## src/hdl/eew_pkg.sv

```systemverilog
`default_nettype none
package eew_pkg;
  // ****************************************
  // clock and cycle timing
  // ****************************************
  localparam int CLK_PERIOD_NS = 10;
  localparam real T_WIPE0_MS = 3.2;
  localparam real T_STORE0_MS = 2.2;
  localparam real T_WIPE1_MS = 3.7;
  localparam real T_STORE1_MS = 3.0;
  localparam int WIPE0_CYC = int'($ceil(T_WIPE0_MS * 1.0E6 / CLK_PERIOD_NS));
  localparam int STORE0_CYC = int'($ceil(T_STORE0_MS * 1.0E6 / CLK_PERIOD_NS));
  localparam int WIPE1_CYC = int'($ceil(T_WIPE1_MS * 1.0E6 / CLK_PERIOD_NS));
  localparam int STORE1_CYC = int'($ceil(T_STORE1_MS * 1.0E6 / CLK_PERIOD_NS));
  localparam int CNT_W = 19;

  // ****************************************
  // control register bit positions
  // ****************************************
  localparam int B_TSEL = 7;
  localparam int B_WPERM = 6;
  localparam int B_WGO = 5;
  localparam int B_MODE = 4;
  localparam int B_SPERM = 3;
  localparam int B_SGO = 2;
  localparam int B_FPERM = 1;
  localparam int B_FGO = 0;

  // ****************************************
  // widths and reset values
  // ****************************************
  localparam int ADDR_W = 9;
  localparam int OFS_W = 4;
  localparam int PAGE_BYTES = 16;
  localparam logic [3:0] OFS_MAX = 4'hF;
  localparam logic [7:0] CTL_RST = 8'h00;
  localparam logic [8:0] ADDR_RST = 9'h000;
  localparam logic [7:0] DATA_RST = 8'h00;
  localparam logic [1:0] ARM_NONE = 2'h0;
  localparam logic [1:0] ARM_NEXT = 2'h1;
  localparam logic [1:0] ARM_FRESH = 2'h2;

  typedef enum logic [1:0]
  {
    EEW_IDLE = 2'h0,
    EEW_RUN  = 2'h1,
    EEW_FIN  = 2'h3
  } eew_state_e;

  typedef struct packed {
    eew_state_e       state;
    logic [7:0]       ctl;
    logic [8:0]       addr;
    logic [7:0]       dbyte;
    logic [15:0][7:0] pbuf;
    logic [15:0]      mask;
    logic             sat;
    logic [1:0]       arm_w;
    logic [1:0]       arm_s;
    logic             kind_wipe;
    logic [18:0]      cnt;
    logic             bsy_s1;
    logic             bsy_s2;
    logic             flag;
    logic             mf;
    logic             vec;
    logic             go;
    logic             pre_erase;
  } eew_state_s;
endpackage
`default_nettype wire

```

## src/hdl/eew_ctrl.sv

```systemverilog
`timescale 1ns/1ps
`default_nettype none
// Summary of operation
// - mode high erases the tagged bytes of the 16-byte page
// - wipe permit fall or reset clears buffer
// - store permit fall clears buffer
// - page mode increments only low offset
// - offset stops at 0F, page fixed
// - data port write in page mode tags byte for erase
// - wipe go valid only next cycle after permit
// - array timer busy synchronised before completion
// - erase end clears go and permit in the same cycle
// - erased page locations become zero
// - byte write: permit then go next cycle
// - store go without permit does nothing
// - write end clears go and permit
// - byte write erases target byte first
// - page write loads buffer, offset advances
// - data port writes after saturation leave buffer and tags unchanged
// - end sets flags, vectors when all enabled and stack not full
// - service clears multi-function flag only
// - store permit cleared at power on
// - timing select picks cycle lengths
module eew_ctrl
#(
  parameter int WIPE0_CYC  = eew_pkg::WIPE0_CYC,
  parameter int STORE0_CYC = eew_pkg::STORE0_CYC,
  parameter int WIPE1_CYC  = eew_pkg::WIPE1_CYC,
  parameter int STORE1_CYC = eew_pkg::STORE1_CYC
)
(
  input  wire logic         clk_sys,
  input  wire logic         rst_n,
  input  wire logic         ctl_wr,
  input  wire logic         addr_lo_wr,
  input  wire logic         addr_hi_wr,
  input  wire logic         byte_wr,
  input  wire logic [7:0]   wdata,
  input  wire logic         instr_tick,
  input  wire logic         nv_busy,
  input  wire logic         global_irq_enable,
  input  wire logic         nvm_irq_enable,
  input  wire logic         mf_irq_enable,
  input  wire logic         stack_full,
  input  wire logic         irq_ack,
  input  wire logic         flag_clr,
  output logic [7:0]        nvm_control_reg,
  output logic [7:0]        addr_lower_byte,
  output logic [7:0]        addr_upper_byte,
  output logic [7:0]        byte_port,
  output logic              nvm_irq_flag,
  output logic              mf_irq_flag,
  output logic              irq_vector,
  output logic              nv_go,
  output logic              nv_erase,
  output logic              nv_pre_erase,
  output logic              nv_page_mode,
  output logic [8:0]        nv_addr,
  output logic [15:0]       nv_mask,
  output logic [127:0]      nv_buf
);

  // ****************************************
  // reset release
  // ****************************************
  logic rst_s1;
  logic rst_q;

  always_ff @(posedge clk_sys or negedge rst_n)
  begin
    if (!rst_n)
    begin
      rst_s1 <= 1'b0;
      rst_q <= 1'b0;
    end
    else
    begin
      rst_s1 <= 1'b1;
      rst_q <= rst_s1;
    end
  end

  // ****************************************
  // helpers
  // ****************************************
  function automatic logic [18:0] cyc_for(input logic wipe, input logic tsel);
    int c;
    c = wipe ? (tsel ? WIPE1_CYC : WIPE0_CYC) : (tsel ? STORE1_CYC : STORE0_CYC);
    cyc_for = 19'(c - 1);
  endfunction

  function automatic logic [1:0] arm_step(input logic [1:0] a);
    arm_step = (a == eew_pkg::ARM_NONE) ? eew_pkg::ARM_NONE : 2'(a - 2'h1);
  endfunction

  // ****************************************
  // state
  // ****************************************
  eew_pkg::eew_state_s st;
  eew_pkg::eew_state_s next_st;
  logic [3:0] ofs;
  logic       idle;
  logic       wipe_ok;
  logic       store_ok;
  logic [7:0] c;

  assign ofs = st.addr[3:0];
  assign idle = (st.state == eew_pkg::EEW_IDLE);

  always_comb
  begin
    next_st = st;
    next_st.go = 1'b0;
    wipe_ok = 1'b0;
    store_ok = 1'b0;
    c = wdata;
    // array timer runs on its own clock; only the second stage is read
    next_st.bsy_s1 = nv_busy;
    next_st.bsy_s2 = st.bsy_s1;

    if (ctl_wr && idle)
    begin
      // a go bit counts only in the instruction cycle after its permit
      wipe_ok = c[eew_pkg::B_WGO] && c[eew_pkg::B_WPERM]
                && st.ctl[eew_pkg::B_WPERM] && st.arm_w == eew_pkg::ARM_NEXT;
      store_ok = c[eew_pkg::B_SGO] && c[eew_pkg::B_SPERM]
                 && st.ctl[eew_pkg::B_SPERM] && st.arm_s == eew_pkg::ARM_NEXT
                 && !wipe_ok;
      next_st.ctl = c;
      next_st.ctl[eew_pkg::B_WGO] = wipe_ok;
      next_st.ctl[eew_pkg::B_SGO] = store_ok;
      next_st.arm_w = (c[eew_pkg::B_WPERM] && !st.ctl[eew_pkg::B_WPERM]
                       && !c[eew_pkg::B_WGO]) ? eew_pkg::ARM_FRESH : eew_pkg::ARM_NONE;
      next_st.arm_s = (c[eew_pkg::B_SPERM] && !st.ctl[eew_pkg::B_SPERM]
                       && !c[eew_pkg::B_SGO]) ? eew_pkg::ARM_FRESH : eew_pkg::ARM_NONE;
      if (wipe_ok || store_ok)
      begin
        next_st.state = eew_pkg::EEW_RUN;
        next_st.kind_wipe = wipe_ok;
        next_st.cnt = cyc_for(wipe_ok, c[eew_pkg::B_TSEL]);
        next_st.go = 1'b1;
        next_st.pbuf = wipe_ok ? '0 : next_st.pbuf;
        // byte writes are preceded by an erase of the same byte
        next_st.pre_erase = store_ok && !c[eew_pkg::B_MODE];
        next_st.arm_w = eew_pkg::ARM_NONE;
        next_st.arm_s = eew_pkg::ARM_NONE;
      end
    end

    if (instr_tick)
    begin
      next_st.arm_w = arm_step(next_st.arm_w);
      next_st.arm_s = arm_step(next_st.arm_s);
    end

    if (addr_lo_wr && idle)
    begin
      next_st.addr[7:0] = wdata;
      next_st.sat = 1'b0;
    end
    if (addr_hi_wr && idle)
    begin
      next_st.addr[8] = wdata[0];
      next_st.sat = 1'b0;
    end

    if (byte_wr && idle)
    begin
      next_st.dbyte = wdata;
      // page mode: tag and load, then walk the offset up to 0F only
      if (st.ctl[eew_pkg::B_MODE] && !st.sat)
      begin
        next_st.pbuf[ofs] = wdata;
        next_st.mask[ofs] = 1'b1;
        if (ofs == eew_pkg::OFS_MAX)
        begin
          next_st.sat = 1'b1;
        end
        else
        begin
          next_st.addr[3:0] = 4'(ofs + 4'h1);
        end
      end
    end

    case (st.state)
      eew_pkg::EEW_IDLE:
      begin
      end
      eew_pkg::EEW_RUN:
      begin
        if (st.cnt != 19'h00000)
        begin
          next_st.cnt = 19'(st.cnt - 19'h00001);
        end
        else if (!st.bsy_s2)
        begin
          next_st.state = eew_pkg::EEW_FIN;
        end
      end
      eew_pkg::EEW_FIN:
      begin
        next_st.state = eew_pkg::EEW_IDLE;
        next_st.pre_erase = 1'b0;
        if (st.kind_wipe)
        begin
          next_st.ctl[eew_pkg::B_WGO] = 1'b0;
          next_st.ctl[eew_pkg::B_WPERM] = 1'b0;
        end
        else
        begin
          next_st.ctl[eew_pkg::B_SGO] = 1'b0;
          next_st.ctl[eew_pkg::B_SPERM] = 1'b0;
        end
      end
      default:
      begin
        next_st.state = eew_pkg::EEW_IDLE;
      end
    endcase

    // either permit falling empties the buffer, rising leaves it
    if ((st.ctl[eew_pkg::B_WPERM] && !next_st.ctl[eew_pkg::B_WPERM])
        || (st.ctl[eew_pkg::B_SPERM] && !next_st.ctl[eew_pkg::B_SPERM]))
    begin
      next_st.pbuf = '0;
      next_st.mask = 16'h0000;
      next_st.sat = 1'b0;
    end

    // clears first so an end in the same cycle still sets
    if (flag_clr)
    begin
      next_st.flag = 1'b0;
    end
    if (irq_ack)
    begin
      next_st.mf = 1'b0;
    end
    if (st.state == eew_pkg::EEW_FIN)
    begin
      next_st.flag = 1'b1;
      next_st.mf = 1'b1;
    end
    next_st.vec = next_st.mf && global_irq_enable && nvm_irq_enable
                  && mf_irq_enable && !stack_full;
  end

  // reset clears the whole control byte, store permit included
  always_ff @(posedge clk_sys or negedge rst_q)
  begin
    if (!rst_q)
    begin
      st <= '0;
    end
    else
    begin
      st <= next_st;
    end
  end

  // ****************************************
  // outputs
  // ****************************************
  assign nvm_control_reg = st.ctl;
  assign addr_lower_byte = st.addr[7:0];
  assign addr_upper_byte = {7'h00, st.addr[8]};
  assign byte_port = st.dbyte;
  assign nvm_irq_flag = st.flag;
  assign mf_irq_flag = st.mf;
  assign irq_vector = st.vec;
  assign nv_go = st.go;
  assign nv_erase = st.kind_wipe;
  assign nv_pre_erase = st.pre_erase;
  assign nv_page_mode = st.ctl[eew_pkg::B_MODE];
  assign nv_addr = st.addr;
  assign nv_mask = st.mask;
  assign nv_buf = st.pbuf;
endmodule
`default_nettype wire

```

## config.mk

```make
export PLATFORM = sky130hd
export DESIGN_NAME = eew_ctrl
export DESIGN_NICKNAME = d
export VERILOG_FILES = /design/src/hdl/eew_pkg.sv /design/src/hdl/eew_ctrl.sv
export SDC_FILE = /design/constraint.sdc
export NUM_CORES = 1
export LEC_CHECK = 0
export ABC_AREA = 1
export BUFFER_PORTS_ARGS = -buffer_cell sky130_fd_sc_hd__buf_2
export CELL_PAD_IN_SITES_DETAIL_PLACEMENT = 0
export CELL_PAD_IN_SITES_GLOBAL_PLACEMENT = 1
export CORE_UTILIZATION = 37
export CTS_CLUSTER_DIAMETER = 60
export CTS_CLUSTER_SIZE = 10
export DETAILED_ROUTE_END_ITERATION = 6
export GPL_TIMING_DRIVEN = 0
export PLACE_DENSITY = 0.86
export SLEW_MARGIN = 20
export SYNTH_ARGS = -nofsm -noshare
export SYNTH_HDL_FRONTEND = slang
export SYNTH_SLANG_ARGS = --single-unit
```

## constraint.sdc

```tcl
create_clock -name clk_sys -period 5.8 [get_ports clk_sys]
set_clock_uncertainty 0.2 [all_clocks]
set_input_delay 1.16 -clock clk_sys [delete_from_list [all_inputs] [get_ports clk_sys]]
set_output_delay 1.16 -clock clk_sys [all_outputs]
set_load 0.01 [all_outputs]
```

After elaboration in Yosys (flattened, before gate mapping):

Index checks and enable logic that the tools add are counted.

* bits of input ports: 22
* register bits: 205
* output and inout bits: 192

* reductions and logical operators: 48
* magnitude comparators: 2
* mux-type cells: 44
* equal/unequal tests: 5
* $add $sub $neg: 5
* bitwise gates (word level): 1

Operator list (number)
* 128-bit two-way mux: 3
* 145-bit two-way mux: 2
* 157-bit two-way mux: 1
* 128-bit bitwise mux: 1
* 19-bit two-way mux: 4
* 24-bit two-way mux: 2
* 19-bit by 1-bit subtractor with 19-bit output (second input constant): 2
* 8-bit demux with 4-bit select: 1
* 2-bit two-way mux: 14
* 1-bit logical AND: 24
* 19-bit nonzero test: 1
* 17-bit two-way mux: 1
* 4-bit two-way mux: 4
* 16-bit OR: 1
* 1-bit zero test: 10
* 10-bit two-way mux: 1
* 2-bit nonzero test: 5
* 8-bit two-way mux: 1
* 1-bit two-way mux: 7
* 2-bit by 1-bit == test with 1-bit output (second input constant): 3
* 2-bit zero test: 3
* 2-bit AND reduction: 3
* 4-bit by 5-bit < comparator with 1-bit output (second input constant): 1
* 4-bit by 1-bit adder with 4-bit output (second input constant): 1
* other kinds (7): 9

Logic depth before layout (Yosys ltp):

Gate-level depths: netlist (run 1).

* word-level depth: 15
* mapped depth: 12
* depth with buffers taken out: 12

Least setup slack after synthesis (run 1):

OpenSTA, ideal clock, no wires.

* path kind: input to register
* start point: input port wdata[6]
* end point: register st[15] in the netlist's numbering
* setup slack: 3.284 ns
* buffers on the path: 0
* setup time: 0.130 ns
* stages on the path: 7
* data arrival time: 2.186 ns
* cells stage by stage: nand3_1 nor2_1 ha_1 xor2_1 nand2_1 o211ai_1 o21ai_0

RTL lines
* start: declaration: RTL line eew_ctrl.sv:38 `input wire logic [7:0] wdata,`
* end signal: assignment: RTL line eew_ctrl.sv:258 `st <= next_st;`
* end: declaration: RTL line eew_ctrl.sv:99 `eew_pkg::eew_state_s st;`

Worst setup path in the final report (run 1):

* start point: register st, in the netlist nv_addr[3]
* end point: output port nv_addr[3]

RTL lines
* end: declaration: RTL line eew_ctrl.sv:58 `output logic [8:0] nv_addr,`

No word-level cell between the ends.

==> results by group, run 1 <==
CTS
  • Clock Root Buffer: clkbuf_16
  • Clk slew on worst S/H paths: ~0.06 ns
  • Clk buf depth: 3
  • Gates resized, CTS repair: 0
  • CTS tree: done
  • Clock sink total: about 200
  • # hold bufs at CTS: 0
  • TritonCTS buffer count: 26
  • Postcts setup bufs: 0
  • H-tree levels: 1
  • Worst-Skew Late Latency: about 0.53 ns

GRT
  • Antenna violations before repair: 1
  • First-pass GRT wire length: ~51000 um
  • Largest net degree at the start of global routing: 55
  • GRT Resource Usage Total: between 20% and 30%
  • GRT overflow: 0
  • Number of global-route vias before repair: roughly 9000

Synth
  • Synth warn: 0
  • Unique masters post-synth: 40
  • Seq/Total Area, Yosys: between 40% and 50%
  • Post-synth top area cell: dfrtp_1
  • Synth Cell Area: 11240 um^2
  • Post-synthesis register bit count: just over 200
  • Synth top area cells: dfrtp_1, buf_4, nand2_1
  • Post-Syn Instances: around 1400
  • Avg Synthesized Cell Area: 8.121 um^2
  • Yosys top cell area share: between 40% and 50%

Die
  • Die Y: roughly 180 um
  • Starting Density: a little under two fifths
  • Die Area: around 31000 um^2
  • Num ports: approximately 210
  • Row count: 63
  • Core Area: ~30000 um^2
  • Die width: around 180 um

Timing
  • Rel. slew slack: a little under two fifths
  • Min Tclk post-route: 2.766 ns
  • Slew at the pin closest to its max-slew limit: just over 0.9 ns
  • Final period utilization: 47.70%
  • Setup ws final: 3.034 ns
  • Max Fclk: roughly 360 MHz
  • Setup violations, final: 0
  • Setup TNS: 0 ns
  • RSZ-0062 raised after global routing: false
  • Hold slack: about 0.046 ns
  • Final Slew Violations: 0
  • Fin. Hold Viols: 0

Route
  • Via density: about 4.8
  • DRC violations left: 0
  • Iter 0 DRT Violations: between 700 and 800
  • Per-cell routed wire length: roughly 16 um
  • Wire length after detailed routing: around 33000 um
  • Antenna viol nets, final: 0
  • DRT Pass-1 Iters: 5
  • DR vias: 9647

Setup path
  • Startpoint types: flip-flop
  • Worst-path maximum fanout: 7
  • Critical Path Slowest Stage Cell: dfrtp_1
  • Reg-to-reg critical path endpoint: nv_buf[127]
  • Crit. End Element: output pin
  • Critical path origin: nv_addr[3]
  • Critical Path Max Stage Delay: ~0.58 ns
  • CP bufs+invs: 2
  • Crit path arrival time: 1.41 ns
  • Setup CP Type: reg -> out
  • Reg2reg path depth: 7
  • Crit path cell chain: buf_4 > buf_2
  • R2r setup slk: about 3.3 ns
  • Top delay family on crit path: flip-flops
  • WP data required: 4.44 ns
  • Reg2reg start: nv_addr[1]

Layout
  • Nets: 1661
  • Post-route cell area: ~14000 um^2
  • Fraction of layout cells with a size suffix above 1: a little under a third
  • Area Overhead vs Synth: 21.10%
  • ANT cells: 0
  • # fillers: between 2000 and 3000
  • Max reg flops: approximately 130

Place
  • Pre-CTS WS: about 2.7 ns
  • Post-DP HPWL: 24110 um
  • Dpl cell area: around 13000 um^2
  • RePlAce Congestion: 0.8894
  • IO Port Bufs: 206

Power and ir drop
  • Max IR drop VDD: about 0.18 mV
  • P per Cell Area: roughly 220 nW/um^2
  • Static leakage: just under 8 nW

Flow run
  • MaxCap Viol Count: 0

Worst hold path
  • Hold WC Path Type: reg -> async

Outcome
  • Status: finished, final reports clean
## through the flow
stage / cells / utilization (%) / power, mW
3_5_place_dp: 1990 / 43.25 / 1.551
6_report: 2026 / 45.68 / 2.948
3_3_place_gp: 1986 / 42.90 / 1.541
2_1_floorplan: 1390 / - / 1.502
4_1_cts: 2026 / 45.68 / 2.977
5_1_grt: 2026 / 45.68 / 3.040
## cells in the mapped netlist
cell type / number
nor3_1: 3
nand3b_1: 1
inv_1: 70
nand4_1: 14
a31oi_1: 3
buf_2: 28
nor2_2: 8
nand3_1: 78
nor2_4: 6
o21ai_1: 49
nor2_8: 2
clkbuf_1: 16
buf_4: 194
nand4_2: 1
nand2_4: 3
nand2_1: 353
o21a_1: 1
buf_12: 1
o221ai_1: 1
buf_8: 2
a21oi_1: 66
clkbuf_4: 1
nand3_2: 3
nor4_1: 1
xnor2_1: 5
inv_8: 1
nand3_4: 4
inv_2: 4
nor2_1: 145
xor2_1: 10
ha_1: 11
o21bai_1: 1
o21ai_0: 66
buf_6: 7
nand2_2: 9
conb_1: 2
dfrtp_1: 205
o22ai_1: 1
o211ai_1: 3
a22oi_1: 5
## report_power, final
part           switching [mW]  internal, mW  total (mW)
sequential            0.00498          1.43        1.44
combinational          0.0654        0.0203      0.0857
clock                   0.596         0.828        1.42
## cell usage in the layout (no fill, tap or decap), types with 4 or more instances in the layout
| cell | Yosys | routed |
|---|---|---|
| ha_1 | 11 | 11 |
| nand3_4 | 4 | 4 |
| clkbuf_1 | 16 | 19 |
| nand4_1 | 14 | 14 |
| xor2_1 | 10 | 10 |
| inv_1 | 70 | 70 |
| nand2_2 | 9 | 9 |
| clkinv_2 | 0 | 4 |
| a21oi_1 | 66 | 66 |
| nand3_1 | 78 | 78 |
| a22oi_1 | 5 | 5 |
| buf_2 | 28 | 234 |
| nor2_4 | 6 | 6 |
| xnor2_1 | 5 | 5 |
| clkbuf_16 | 0 | 27 |
| nand2_1 | 353 | 353 |
| o21ai_0 | 66 | 66 |
| dfrtp_1 | 205 | 204 |
| buf_6 | 7 | 7 |
| conb_1 | 2 | 8 |
| nor2_1 | 145 | 145 |
| buf_4 | 194 | 194 |
| inv_2 | 4 | 4 |
| nor2_2 | 8 | 8 |
| o21ai_1 | 49 | 49 |
## kinds of logic after synthesis
| family | count (synthesis) | share of synthesized area, % |
|---|---|---|
| flops | 205 | 45.64 |
| compound gates | 196 | 9.028 |
| xor+xnor | 15 | 1.169 |
| other cells | 2 | 0.06682 |
| fa+ha+maj | 11 | 1.225 |
| buf+inv | 324 | 18.52 |
| simple gates | 631 | 24.35 |
## layer usage
metal | track usage [%] | routed length [um]
met1 | 29.49 | 14850
met2 | 34.37 | 15580
met3 | 3.273 | 1945
met4 | 5.543 | 726
met5 | 0 | 11
## worst max-delay path by stage
stage / end / slack (ns) / cells past startpoint
2_1_floorplan: byte_port[0] / 2.22 / 0
3_3_place_gp: nv_buf[74] / 0.80 / 0
3_5_place_dp: nv_buf[100] / 2.68 / 9
4_1_cts: nv_addr[3] / 3.03 / 2
5_1_grt: nv_addr[3] / 3.00 / 2
6_report: nv_addr[3] / 3.03 / 2
## cell type report
class / instances / area, um^2 / share of cell area (%)
Timing Repair Buffer: 210 / 1134 / 8.329
Sequential cell: 205 / 5134 / 37.72
Inverter: 75 / 289.0 / 2.124
Clock inverter: 6 / 36.28 / 0.2666
Multi-Input combinational cell: 861 / 4050 / 29.76
Clock buffer: 30 / 686.9 / 5.047
Buffer: 249 / 1793 / 13.17
Tap cell: 390 / 488.0 / 3.585
Power figures use the tool's default switching activity.
==> run 2: changes to the inputs <==
==> constraint.sdc (replaced) <==
create_clock -name clk_sys -period 2.4 [get_ports clk_sys]
set_clock_uncertainty 0.2 [all_clocks]
set_input_delay 0.48 -clock clk_sys [delete_from_list [all_inputs] [get_ports clk_sys]]
set_output_delay 0.48 -clock clk_sys [all_outputs]
set_load 0.01 [all_outputs]
==> run 2 against run 1 <==
Against the previous run:
- core utilization up 0.24 points
- cell count is essentially flat
- sequential cell count is the same
- clock power increased by 150%
- largest cell class unchanged
==> results by group, run 2 (same netlist as run 1, synthesis figures left out) <==
Layout
  • ANT cells: 0 (unchanged)
  • Post-route cell area: 13680 um^2 (was 13610 um^2)
  • Most frequent cells in the layout: nand2_1, buf_2, dfrtp_1, buf_4, nor2_1 (unchanged)
  • Fraction of layout cells with a size suffix above 1: 31.87% (was 31.66%)
  • Nets: 1663 (was 1661)
  • Max reg flops: 128 (unchanged)
  • Commonest non-fill, non-tap cell in the layout: nand2_1 (unchanged)
  • Area Overhead vs Synth: 21.73% (was 21.10%)
  • Cell Count, Final, Fillers Out: 2025 (was 2026)

GRT
  • First-pass GRT wire length: 51650 um (was 50840 um)
  • Number of global-route vias before repair: 9245 (was 9014)
  • Largest net degree at the start of global routing: 58 (was 55)
  • GRT Resource Usage Total: 21.51% (was 21.23%)
  • GRT overflow: 0 (unchanged)
  • Antenna violations before repair: 0 (was 1)

Timing
  • Slew at the pin closest to its max-slew limit: 0.9734 ns (was 0.9270 ns)
  • Setup TNS: 0 ns (unchanged)
  • Final Slew Violations: 0 (unchanged)
  • RSZ-0062 raised after global routing: false (unchanged)
  • Final period utilization: between 90% and 100%
  • Min Tclk post-route: 2.251 ns
  • Rel. slew slack: 35.10% (was 38.20%)
  • Fin. Hold Viols: 0 (unchanged)
  • Max Fclk: 444.3 MHz
  • Setup violations, final: 0 (unchanged)

Setup path
  • Critical Path Max Stage Delay: 0.43 ns (was 0.58 ns)
  • Crit. End Element: flip-flop (was output pin)
  • Crit path arrival time: 2.45 ns (was 1.41 ns)
  • CP bufs+invs: 1 (was 2)
  • Critical Path Slowest Stage Cell: dfrtp_1 (unchanged)
  • Top delay family on crit path: simple AND/OR/NAND/NOR gates (was flip-flops)
  • WP data required: 2.60 ns (was 4.44 ns)
  • Setup CP Type: reg -> reg (was reg -> out)
  • Startpoint types: flip-flop (unchanged)
  • Crit path cell chain: nor2_4 > nand2_2 > nand2_1 > o21ai_1 > o21ai_1 > nand2_1 > nand2_2 > buf_2 > a21oi_1 (was buf_4 > buf_2)
  • Worst-path maximum fanout: 10 (was 7)

CTS
  • H-tree levels: 1 (unchanged)
  • CTS tree: done (unchanged)
  • Clk buf depth: 3 (unchanged)
  • Clock sink total: 205 (unchanged)
  • Clk slew on worst S/H paths: 0.06 ns (about the same)
  • Worst-Skew Late Latency: 0.53 ns (about the same)
  • TritonCTS buffer count: 25 (was 26)
  • Clock Root Buffer: clkbuf_16 (unchanged)

Die
  • Die Y: 176.3 um (unchanged)
  • Row count: 63 (unchanged)
  • Starting Density: 37.72% (unchanged)
  • Core Area: 29800 um^2 (unchanged)
  • Num ports: 214 (unchanged)
  • Die Area: 31080 um^2 (unchanged)
  • Die width: 176.3 um (unchanged)

Place
  • Placed cells: 1989 (was 1990)
  • Post-DP HPWL: 23950 um (was 24110 um)
  • Dpl cell area: 12870 um^2 (was 12890 um^2)
  • IO Port Bufs: 206 (unchanged)
  • RePlAce Congestion: 0.8854 (was 0.8894)

Route
  • DR vias: 9628 (was 9647)
  • Via density: 4.755 (was 4.762)
  • Max Used Layer: met4 (was met5)
  • DRC violations left: 0 (unchanged)
  • Iter 0 DRT Violations: 667 (was 773)
  • Wire length after detailed routing: 33200 um (was 33120 um)
  • Antenna viol nets, final: 0 (unchanged)
  • Per-cell routed wire length: 16.39 um (was 16.35 um)
  • Metal2 WL: 15580 um (about the same)
  • M1 wire length: 14880 um (was 14850 um)
  • Met3 wire len: 1895 um (was 1945 um)
  • DRT Pass-1 Iters: 5 (unchanged)

Outcome
  • Status: finished, final reports clean (unchanged)

Power and ir drop
  • P per Cell Area: 527.0 nW/um^2 (was 216.6 nW/um^2)
  • Max IR drop VDD: 0.4611 mV (was 0.1793 mV)
  • Static leakage: 7.813 nW (was 7.788 nW)

Worst hold path
  • Hold WC Path Type: in -> reg (was reg -> async)

Flow run
  • MaxCap Viol Count: 0 (unchanged)
run 2: routing by layer:
metal,global-route usage (%),up-vias
li1,-,4702
met2,35.02,336
met4,6.377,0
met5,0,-
met1,29.86,4537
met3,2.670,53
run 2: metrics by stage:
stage | hold WS [ns] | setup WS [ns] | utilization (%) | power (mW)
6_report | 0.05004 | 0.1494 | 45.92 | 7.210
2_1_floorplan | -0.01559 | 0.1117 | - | 3.630
3_3_place_gp | 0.06524 | -0.7036 | 42.91 | 3.725
4_1_cts | 0.03953 | 0.007039 | 45.80 | 7.264
3_5_place_dp | 0.06878 | -0.09762 | 43.18 | 3.745
5_1_grt | 0.07294 | 0.003459 | 45.92 | 7.399
run 2: power by group:
group / internal [mW] / switching (mW) / leakage, nW
clock: 2.08 / 1.44 / 0.350
combinational: 0.0500 / 0.154 / 4.72
sequential: 3.46 / 0.0179 / 2.75
total: 5.60 / 1.61 / 7.81
run 2: area by class of cell:
type,count,area (um^2)
timing repair buffer,214,1164
inverter,75,289.0
tap,390,488.0
clock buffer,28,636.9
sequential,205,5134
buffer,248,1792
clock inverter,4,87.58
fill,3021,16110
multi-input combinational,861,4091
run 2: final timing paths:
kind                              start      endpoint  slack (ns)  cells past startpoint
worst min register to register    rst_q  byte_port[0]        0.14                      0
worst max register to register  st[202]        st[31]        0.15                      9
max in group asynchronous         rst_q    nv_buf[47]        1.13                      1
worst min-delay path            irq_ack   mf_irq_flag        0.05                      4
min in group asynchronous         rst_n         rst_q        0.06                      2
worst max-delay path            st[202]        st[31]        0.15                      9
run 2: tightest hold or removal path: stages:
cell,delay (ns)
buf_2,0.09
inv_1,0.04
a21oi_1,0.06
inv_1,0.07
run 2: repair_timing:
item	4_1_cts	5_1_grt
pin swaps	0	1
gates resized for setup	1	14
endpoints found under the setup margin	1	39
buffers inserted	0	0
endpoints found under the hold margin	5	0
hold buffers	5	0
==> run 3: changes to the inputs <==
--- a/config.mk
+++ b/config.mk
@@ -9,6 +9,7 @@
 export BUFFER_PORTS_ARGS = -buffer_cell sky130_fd_sc_hd__buf_2
 export CELL_PAD_IN_SITES_DETAIL_PLACEMENT = 0
 export CELL_PAD_IN_SITES_GLOBAL_PLACEMENT = 1
+export CORE_MARGIN = 10
 export CORE_UTILIZATION = 37
 export CTS_CLUSTER_DIAMETER = 60
 export CTS_CLUSTER_SIZE = 10
==> run 3 against run 2 <==
Against the previous run:
- first-iteration DRC count increased by 17%
- die area increased by 21%
- cell area up 0.70%
- power increased by 4.1%
- wire length grew 7.8%
- via count is 0.59% higher
- setup slack got worse by 0.040 ns
- clock power rose by 8.5%
- largest power group unchanged
- highest routed layer is now met5
==> results by group, run 3 (same netlist as run 1, synthesis figures left out) <==
Flow run
  • MaxCap Viol Count: 0 (unchanged)

Route
  • Per-cell routed wire length: 17.61 um (was 16.39 um)
  • Antenna viol nets, final: 0 (unchanged)
  • Iter 0 DRT Violations: 780 (was 667)
  • DR vias: 9685 (was 9628)
  • Wire length after detailed routing: 35790 um (was 33200 um)
  • DRT Pass-1 Iters: 6 (was 5)
  • Via density: 4.766 (was 4.755)
  • DRC violations left: 0 (unchanged)

GRT
  • Largest net degree at the start of global routing: 58 (unchanged)
  • GRT overflow: 0 (unchanged)
  • First-pass GRT wire length: 55320 um (was 51650 um)
  • GRT Resource Usage Total: 18.15% (was 21.51%)
  • Number of global-route vias before repair: 9515 (was 9245)
  • Antenna violations before repair: 3 (was 0)

Layout
  • Area Overhead vs Synth: 22.58% (was 21.73%)
  • Commonest non-fill, non-tap cell in the layout: nand2_1 (unchanged)
  • Fraction of layout cells with a size suffix above 1: 32.18% (was 31.87%)
  • Nets: 1666 (was 1663)
  • Cell Count, Final, Fillers Out: 2032 (was 2025)
  • Max reg flops: 128 (unchanged)
  • Most frequent cells in the layout: nand2_1, buf_2, dfrtp_1, buf_4, nor2_1 (unchanged)

Timing
  • Final period utilization: 95.43% (was 93.77%)
  • RSZ-0062 raised after global routing: false (unchanged)
  • Setup violations, final: 0 (unchanged)
  • Slew at the pin closest to its max-slew limit: 1.011 ns (was 0.9734 ns)
  • Rel. slew slack: 32.62% (was 35.10%)
  • Final Slew Violations: 0 (unchanged)
  • Min Tclk post-route: 2.290 ns (was 2.251 ns)
  • Max Fclk: 436.6 MHz (was 444.3 MHz)
  • Fin. Hold Viols: 0 (unchanged)
  • Setup TNS: 0 ns (unchanged)
  • Setup ws final: 0.1096 ns (was 0.1494 ns)

CTS
  • Clock Root Buffer: clkbuf_16 (unchanged)
  • CTS tree: done (unchanged)
  • Worst-Skew Late Latency: 0.55 ns (was 0.53 ns)
  • Clk buf depth: 3 (unchanged)
  • TritonCTS buffer count: 27 (was 25)
  • Clk slew on worst S/H paths: 0.06 ns (about the same)
  • H-tree levels: 1 (unchanged)
  • Clock sink total: 205 (unchanged)
  • Postcts setup bufs: 0 (unchanged)

Setup path
  • Worst-path maximum fanout: 10 (unchanged)
  • Reg2reg path depth: 9 (unchanged)
  • Reg2reg start: st[202] (unchanged)
  • Reg-to-reg critical path endpoint: st[31] (unchanged)
  • Crit path arrival time: 2.50 ns (was 2.45 ns)
  • R2r setup slk: 0.11 ns (was 0.15 ns)
  • Crit. End Element: flip-flop (unchanged)
  • Startpoint types: flip-flop (unchanged)
  • Setup CP Type: reg -> reg (unchanged)
  • WP data required: 2.61 ns (was 2.60 ns)

Place
  • RePlAce Congestion: 0.9133 (was 0.8854)
  • Post-DP HPWL: 26420 um (was 23950 um)
  • Pre-CTS WS: -0.03116 ns (was -0.09762 ns)
  • IO Port Bufs: 206 (unchanged)
  • Placed cells: 1989 (unchanged)

Die
  • Num ports: 214 (unchanged)
  • Starting Density: 37.72% (unchanged)
  • Die Area: 37750 um^2 (was 31080 um^2)
  • Core Area: 29800 um^2 (unchanged)
  • Die width: 194.3 um (was 176.3 um)
  • Row count: 63 (unchanged)
  • Die Y: 194.3 um (was 176.3 um)

Outcome
  • Status: finished, final reports clean (unchanged)

Power and ir drop
  • Final Power: 7.506 mW (was 7.210 mW)
  • P per Cell Area: 544.8 nW/um^2 (was 527.0 nW/um^2)
  • Static leakage: 7.866 nW (was 7.813 nW)
  • Max IR drop VDD: 0.4692 mV (was 0.4611 mV)

Worst hold path
  • Worst min-delay path startpoint: irq_ack (unchanged)
  • Hold WC Path Type: in -> reg (unchanged)
  • Hold depth: 4 (unchanged)
  • Hold-critical path endpoint: mf_irq_flag (unchanged)
-- run 3: cell count changes in the layout (fill, tap and decap cells not counted), sizes merged --
| cell | change |
|---|---|
| diode | +1 |
| inv | +2 |
| clkbuf | +2 |
| clkinv | +2 |
| clkinvlp | -1 |
| buf | +1 |
-- run 3: cell type report --
| type | count | area (um^2) |
|---|---|---|
| clock buffer | 30 | 706.9 |
| inverter | 75 | 289.0 |
| fill | 3050 | 16020 |
| tap | 390 | 488.0 |
| sequential | 205 | 5135 |
| timing repair buffer | 214 | 1164 |
| buffer | 249 | 1795 |
| clock inverter | 7 | 107.6 |
| antenna | 1 | 2.502 |
| multi-input combinational | 861 | 4089 |
-- run 3: how the worst max path moves through the flow --
stage                     cells past startpoint           end        from
after detailed placement                      7   nv_buf[127]  nv_addr[0]
after global placement                        0    nv_buf[78]       rst_q
final                                         9        st[31]     st[202]
after global routing                          9        st[31]     st[202]
after CTS                                     9    nv_buf[22]  nv_addr[0]
after floorplan                               0  byte_port[0]       rst_q
-- run 3: layer usage --
layer / GRT usage (%) / part of all wire (%) / up-vias
met5: 0 / 0.089 / -
met4: 4.514 / 2.0 / 4
met3: 3.734 / 6.4 / 58
met2: 30.42 / 48 / 313
met1: 23.38 / 44 / 4585
li1: - / - / 4725
-- run 3: worst max-delay path: stages (launching register included) --
cell and delay [ns]:
dfrtp_1 0.43, nor2_4 0.26, nand2_2 0.14, nand2_1 0.09, o21ai_1 0.06, o21ai_1 0.10, nand2_1 0.08, nand2_2 0.31
buf_2 0.38, a21oi_1 0.09
-- run 3: power by group --
group | total [mW] | switching (mW) | internal (mW) | leakage [nW]
registers | 3.48 | 0.0183 | 3.46 | 2.74
logic | 0.203 | 0.153 | 0.0501 | 4.72
clock network | 3.82 | 1.52 | 2.30 | 0.403
total | 7.51 | 1.69 | 5.81 | 7.87
-- run 3: through the flow --
stage | util (%) | hold WS [ns] | instance area, um^2
3_3_place_gp | 42.91 | 0.06648 | 12780
5_1_grt | 46.23 | 0.04354 | 13770
3_5_place_dp | 43.18 | 0.06823 | 12870
2_1_floorplan | - | -0.01559 | 11270
4_1_cts | 46.09 | 0.01941 | 13730
6_report | 46.24 | 0.03179 | 13780
-- run 3: what timing repair did --
item | in CTS | in global routing
endpoints found under the hold margin | 5 | 0
hold buffers | 5 | 0
gates resized for setup | 1 | 15
endpoints found under the setup margin | 6 | 47
